`src/buck_regs_pkg.sv`:
```
package buck_regs_pkg;

	// register byte addresses (each offset is four times its word index)
	localparam logic [7:0] sleep_voltage_setpoint_idx = 8'h22;
	localparam logic [7:0] switching_mode_select_idx = 8'h23;
	localparam logic [7:0] regulator_config_idx = 8'h24;
	localparam logic [11:0] sleep_voltage_setpoint_addr = 12'h088;
	localparam logic [11:0] switching_mode_select_addr = 12'h08C;
	localparam logic [11:0] regulator_config_addr = 12'h090;

	// reset values
	localparam logic [5:0] sleep_setpoint_rst = 6'h00;
	localparam logic [7:0] mode_reg_printed_rst = 8'h80;
	localparam logic [3:0] switching_mode_rst = mode_reg_printed_rst[3:0];
	localparam logic sleep_state_rst = 1'b0;
	localparam logic [7:0] regulator_config_rst = 8'h00;

	// field positions
	localparam int sleep_setpoint_lsb = 0;
	localparam int switching_mode_lsb = 0;
	localparam int sleep_state_bit = 5;
	localparam int current_limit_bit = 0;
	localparam int switch_freq_lsb = 2;
	localparam int phase_clock_lsb = 4;
	localparam int dvs_ramp_lsb = 6;

	// set point scale, in millivolts
	localparam int setpoint_base_mv = 300;
	localparam int setpoint_step_mv = 25;
	localparam int setpoint_max_mv = 1875;

	typedef struct packed {
		logic [1:0] dvs_ramp_speed_sel;
		logic [1:0] phase_clock_sel;
		logic [1:0] switch_freq_sel;
		logic spare_bit;
		logic current_limit_low_sel;
	} regulator_config_t;

	typedef struct packed {
		logic [5:0] sleep_setpoint_code;
		logic [10:0] sleep_voltage_mv;
		logic [3:0] switching_mode_code;
		logic sleep_state_select;
		regulator_config_t cfg;
	} regulator_ctrl_t;

endpackage

```
`src/buck_sleep_mode_config_regs.sv`:
```
`timescale 1ns/1ps
`default_nettype none
// Functional notes
// sleep set point six bits, resets zero
// set point code maps 300 mV plus 25 mV steps
// four-bit switching mode selector in bits 3:0
// mode bit5 selects sleep off or PFM
// config bit0 selects high or low current limit
// config bits 3:2 switching frequency select
// config bits 5:4 phase clock select
// config bits 7:6 DVS ramp speed select
// unused sleep and mode bits read zero
//
module buck_sleep_mode_config_regs
	import buck_regs_pkg::*;
(
	// clock, reset, enable
	input wire logic pclk,
	input wire logic presetn,
	input wire logic clk_en,
	// apb slave
	input wire logic psel,
	input wire logic penable,
	input wire logic pwrite,
	input wire logic [11:0] paddr,
	input wire logic [31:0] pwdata,
	input wire logic [3:0] pstrb,
	output logic [31:0] prdata,
	output logic pready,
	output logic pslverr,
	// regulator controls
	output regulator_ctrl_t ctrl
);

	////////////////////////////////////////////////////////////////////
	logic [5:0] sleep_r, sleep_nxt;
	logic [3:0] mode_r, mode_nxt;
	logic sstate_r, sstate_nxt;
	regulator_config_t cfg_r, cfg_nxt;
	logic [31:0] rdata_r, rdata_nxt;
	logic err_r, err_nxt;
	logic access, wr_ok, hit;

	// single access phase, stretched while clk_en is low; pready is combinational
	assign access = psel & penable & clk_en;
	assign wr_ok = access & pwrite & pstrb[0];
	assign pready = psel & penable & clk_en;
	assign prdata = rdata_r;
	assign pslverr = err_r;

	////////////////////////////////////////////////////////////////////
	always_comb begin
		sleep_nxt = sleep_r;
		mode_nxt = mode_r;
		sstate_nxt = sstate_r;
		cfg_nxt = cfg_r;
		rdata_nxt = 32'h0000_0000;
		err_nxt = 1'b0;
		hit = 1'b1;
		if (paddr == sleep_voltage_setpoint_addr) begin
			if (wr_ok)
				sleep_nxt = pwdata[sleep_setpoint_lsb +: 6];
			rdata_nxt[sleep_setpoint_lsb +: 6] = sleep_r;
		end else if (paddr == switching_mode_select_addr) begin
			if (wr_ok) begin
				mode_nxt = pwdata[switching_mode_lsb +: 4];
				sstate_nxt = pwdata[sleep_state_bit];
			end
			rdata_nxt[switching_mode_lsb +: 4] = mode_r;
			rdata_nxt[sleep_state_bit] = sstate_r;
		end else if (paddr == regulator_config_addr) begin
			if (wr_ok)
				cfg_nxt = pwdata[7:0];
			rdata_nxt[7:0] = cfg_r;
		end else begin
			hit = 1'b0;
		end
		// unmapped addresses answer with an error, writes dropped
		if (access && !hit)
			err_nxt = 1'b1;
		if (!access) begin
			rdata_nxt = rdata_r;
			err_nxt = err_r;
		end
	end

	always_ff @(posedge pclk or negedge presetn) begin
		if (!presetn) begin
			sleep_r <= sleep_setpoint_rst;
			mode_r <= switching_mode_rst;
			sstate_r <= sleep_state_rst;
			cfg_r <= regulator_config_rst;
			rdata_r <= 32'h0000_0000;
			err_r <= 1'b0;
		end else if (clk_en) begin
			sleep_r <= sleep_nxt;
			mode_r <= mode_nxt;
			sstate_r <= sstate_nxt;
			cfg_r <= cfg_nxt;
			rdata_r <= rdata_nxt;
			err_r <= err_nxt;
		end
	end

	////////////////////////////////////////////////////////////////////
	// registered millivolt view of the sleep set point, for analog trim
	logic [10:0] mv_r, mv_nxt;
	always_comb begin
		mv_nxt = 11'(setpoint_base_mv) + 11'(sleep_r) * 11'(setpoint_step_mv);
	end

	always_ff @(posedge pclk or negedge presetn) begin
		if (!presetn)
			mv_r <= 11'(setpoint_base_mv);
		else if (clk_en)
			mv_r <= mv_nxt;
	end

	always_comb begin
		ctrl.sleep_setpoint_code = sleep_r;
		ctrl.sleep_voltage_mv = mv_r;
		ctrl.switching_mode_code = mode_r;
		ctrl.sleep_state_select = sstate_r;
		ctrl.cfg = cfg_r;
	end

endmodule
`default_nettype wire

```
`config.mk`:
```
export PLATFORM = sky130hd
export DESIGN_NAME = buck_sleep_mode_config_regs
export DESIGN_NICKNAME = d
export VERILOG_FILES = /design/src/buck_regs_pkg.sv /design/src/buck_sleep_mode_config_regs.sv
export SDC_FILE = /design/constraint.sdc
export NUM_CORES = 1
export LEC_CHECK = 0
export ABC_AREA = 1
export BUFFER_PORTS_ARGS = -buffer_cell sky130_fd_sc_hd__buf_2
export CORE_UTILIZATION = 46
export DETAILED_ROUTE_END_ITERATION = 16
export GPL_ROUTABILITY_DRIVEN = 0
export PLACE_DENSITY = 0.76
export SLEW_MARGIN = 20
export SYNTH_ARGS = -nofsm -noshare
export SYNTH_HDL_FRONTEND = slang
export SYNTH_SLANG_ARGS = --single-unit
```
`constraint.sdc`:
```
create_clock -name pclk -period 3.9 [get_ports pclk]
set_input_delay 1.17 -clock pclk [delete_from_list [all_inputs] [get_ports pclk]]
set_output_delay 1.17 -clock pclk [all_outputs]
set_load 0.02 [all_outputs]
```
==> results.json <==
{
  "hold_path_class": "flip-flop to flip-flop",
  "max_stage_delay_ps": 230,
  "critPathLaunchType": "input pin",
  "place_hpwl_um": 4180,
  "synth_area_leaders": "dfrtp_1 (33%), nand2_1 (12%), ha_1 (11%), buf_4 (8.0%), inv_1 (6.7%)",
  "fp.dieW_um": 77.7,
  "outcome": "complete, but fails checks",
  "drcViolationCount": 1,
  "die_y_um": 77.7,
  "required_ps": 2730,
  "nFillCells": 535,
  "maxSlewHeadroom": 0.409,
  "dr.pass1.iters": 10,
  "cts_tree": "built",
  "p_int_mw": 0.620,
  "post-route-period-util": 0.808,
  "synth_most_common_cell": "nand2_1",
  "cts-root-buf": "clkbuf_8",
  "synth_edf_count": 0,
  "drt_iter0_markers": 135,
  "fp.coreArea_um2": 5510,
  "path_class": "input pin to output pin",
  "syn_area_um2": 2630,
  "drive_gt1_frac": 0.241,
  "ant_nets": 0,
  "ys_warn_count": 0,
  "synth_commonest_cells": "nand2_1 (85), inv_1 (47), dfrtp_1 (35), nand3_1 (31), buf_4 (28)",
  "finalSetupViolCount": 0,
  "cpMostUsedCell": "buf_2",
  "power.share.switching": 0.258,
  "synthArstFlopShare": 1.00,
  "final_area_um2": 3020,
  "wl_per_cell_um": 11.6,
  "cp.arrival_ps": 1980,
  "num_rows": 27,
  "ys.flop_type": "dfrtp_1",
  "syn_avg_cell_area_um2": 8.10,
  "crit_slowest_cell": "clkinv_1",
  "crit_chain": "buf_2, nand3_4, clkinv_1, buf_2",
  "cts.clk_slew.worst_paths_ps": 80,
  "finalMaxSlewViolations": 0,
  "clk_path_buf_depth": 2,
  "antenna_found_initial": 0,
  "max-cap-violations": 0,
  "finalSetupTns_ps": 0,
  "seqPwrFrac": 0.494,
  "hold_violations": 0,
  "synth-seq-area-share": 0.372,
  "finalCriticalPeriod_ps": 3150,
  "p_switching_mw": 0.216,
  "numCtsBuffers": 5,
  "worstSetupEndpointType": "output pin",
  "fmaxAchievable_mhz": 317,
  "power.density_nw_per_um2": 277,
  "critPathTopFamily": "buffers and inverters",
  "io_buffers": 66,
  "gr-total-overflow": 0,
  "initial_core_util": 0.478,
  "grt_setup_unrepaired": "false",
  "postCtsHoldBufs": 0,
  "p_comb_frac": 0.095,
  "violations": "DRC",
  "post-cts-setup-buffer-count": 0,
  "p_leak_nw": 1.76,
  "crit_buf_inv": 3,
  "n_antenna_cell": 0,
  "placed_area_um2": 2910,
  "cp_max_fo": 12,
  "finalPower_mw": 0.836,
  "synth_cells": 325,
  "grt_pass1_wl_um": 8990,
  "skew_ps": 6.77,
  "clkSinkCount": 39,
  "worst_skew_pair.late_latency_ps": 290,
  "h-tree-depth": 2,
  "groute.usage.overall": 0.189,
  "yosysTopAreaCell": "dfrtp_1",
  "final_nets": 469,
  "synth_top_area_frac": 0.333,
  "ys_seq_elements": 39,
  "grt_start_max_net_pins": 40,
  "viasPerCell": 4.71,
  "wirelength_um": 5380,
  "ir_drop_mv": 0.147,
  "tightest_slew_ps": 887,
  "share_clk_of_total_power": 0.411,
  "areaGrowthSynthToFinish_pct": 14.6,
  "synth_cell_types": 28,
  "dieArea_um2": 6030,
  "grt_pass1_vias": 1989,
  "vias": 2175,
  "boundaryPins": 118,
  "ctsResizeCount": 0
}
## per-stage QoR
stage	setup slack (ps)	utilization	hold slack, ps	std cells
6_report	748	0.548	463	462
5_1_grt	677	0.548	497	462
4_1_cts	752	0.548	465	462
3_5_place_dp	757	0.528	453	454
3_3_place_gp	749	0.528	449	454
2_1_floorplan	1210	-	476	348
## worst register-to-register path, delay by kind of cell, from the launching register on
kind | cells | cell delay (ps)
buf+inv | 2 | 150
xor+xnor | 1 | 130
flops | 1 | 480
fa+ha+maj | 4 | 1660
compound gates | 1 | 140
simple gates | 2 | 200
## kinds of logic (layout without fill, tap and decap cells)
| kind of cell | Yosys count | in the layout | share of synthesized area |
|---|---|---|---|
| simple gates | 144 | 144 | 0.252 |
| buf+inv | 80 | 122 | 0.158 |
| flops | 39 | 39 | 0.372 |
| compound gates | 30 | 30 | 0.0679 |
| fa+ha+maj | 26 | 26 | 0.132 |
| xor+xnor | 5 | 5 | 0.0166 |
| other cells | 1 | 24 | 0.00142 |
## area by class of cell
cell class	count	area (um2)	area share
Multi-Input combinational cell	229	1320	0.439
Sequential cell	39	981	0.325
Timing Repair Buffer	66	330	0.109
Inverter	48	180	0.0597
Tap cell	72	90.1	0.0299
Clock buffer	5	68.8	0.0228
Clock inverter	3	43.8	0.0145
## cell usage in the layout (no fill, tap or decap), drive strengths merged
| cell | netlist | layout |
|---|---|---|
| conb | 1 | 24 |
| xnor2 | 3 | 3 |
| dfrtp | 35 | 35 |
| ha | 23 | 23 |
| clkbuf | 1 | 5 |
| bufinv | 0 | 1 |
| a21o | 1 | 1 |
| dfstp | 4 | 4 |
| o21ai | 26 | 26 |
| fa | 3 | 3 |
| xor2 | 2 | 2 |
| nor2 | 18 | 18 |
| clkinv | 1 | 3 |
| inv | 47 | 47 |
| buf | 31 | 66 |
| nand2 | 86 | 86 |
| a21oi | 3 | 3 |
| nand4 | 5 | 5 |
| nand3 | 35 | 35 |
## power by group through the flow
stage	Combinational [mW]	Sequential, mW	Clock [mW]
6_report	0.0795	0.413	0.344
3_5_place_dp	0.0799	0.421	0
3_3_place_gp	0.0791	0.421	0
5_1_grt	0.0891	0.414	0.368
2_1_floorplan	0.0598	0.427	0
4_1_cts	0.0802	0.413	0.350
## path summary, 6_finish.rpt
| kind | start | to | slack [ps] | cells after the start |
|---|---|---|---|---|
| setup reg to reg | sleep_r[1] | mv_r[8] | 1060 | 10 |
| hold / removal | mv_r[5] | mv_r[5] | 460 | 2 |
| hold reg to reg | mv_r[5] | mv_r[5] | 460 | 2 |
| setup / recovery | clk_en | pready | 750 | 4 |
| min in group asynchronous | presetn | ctrl[6] | 990 | 1 |
| max in group asynchronous | presetn | sleep_r[4] | 2350 | 1 |
## per-layer routing
| metal | track usage | part of all wire | vias to the layer above |
|---|---|---|---|
| met5 | 0 | 0 | - |
| met4 | 0.0566 | 0.013 | 0 |
| met3 | 0.0353 | 0.041 | 5 |
| met2 | 0.309 | 0.46 | 61 |
| met1 | 0.252 | 0.48 | 1005 |
| li1 | - | - | 1104 |
## state kept, by name, summed over array words and instances, names as in the netlist
name and flops:
ctrl 8, pslverr 1, sleep_r 6, prdata 8
sstate_r 1, mode_r 4, mv_r 11
Note: power is estimated with default switching activity, not from simulation.
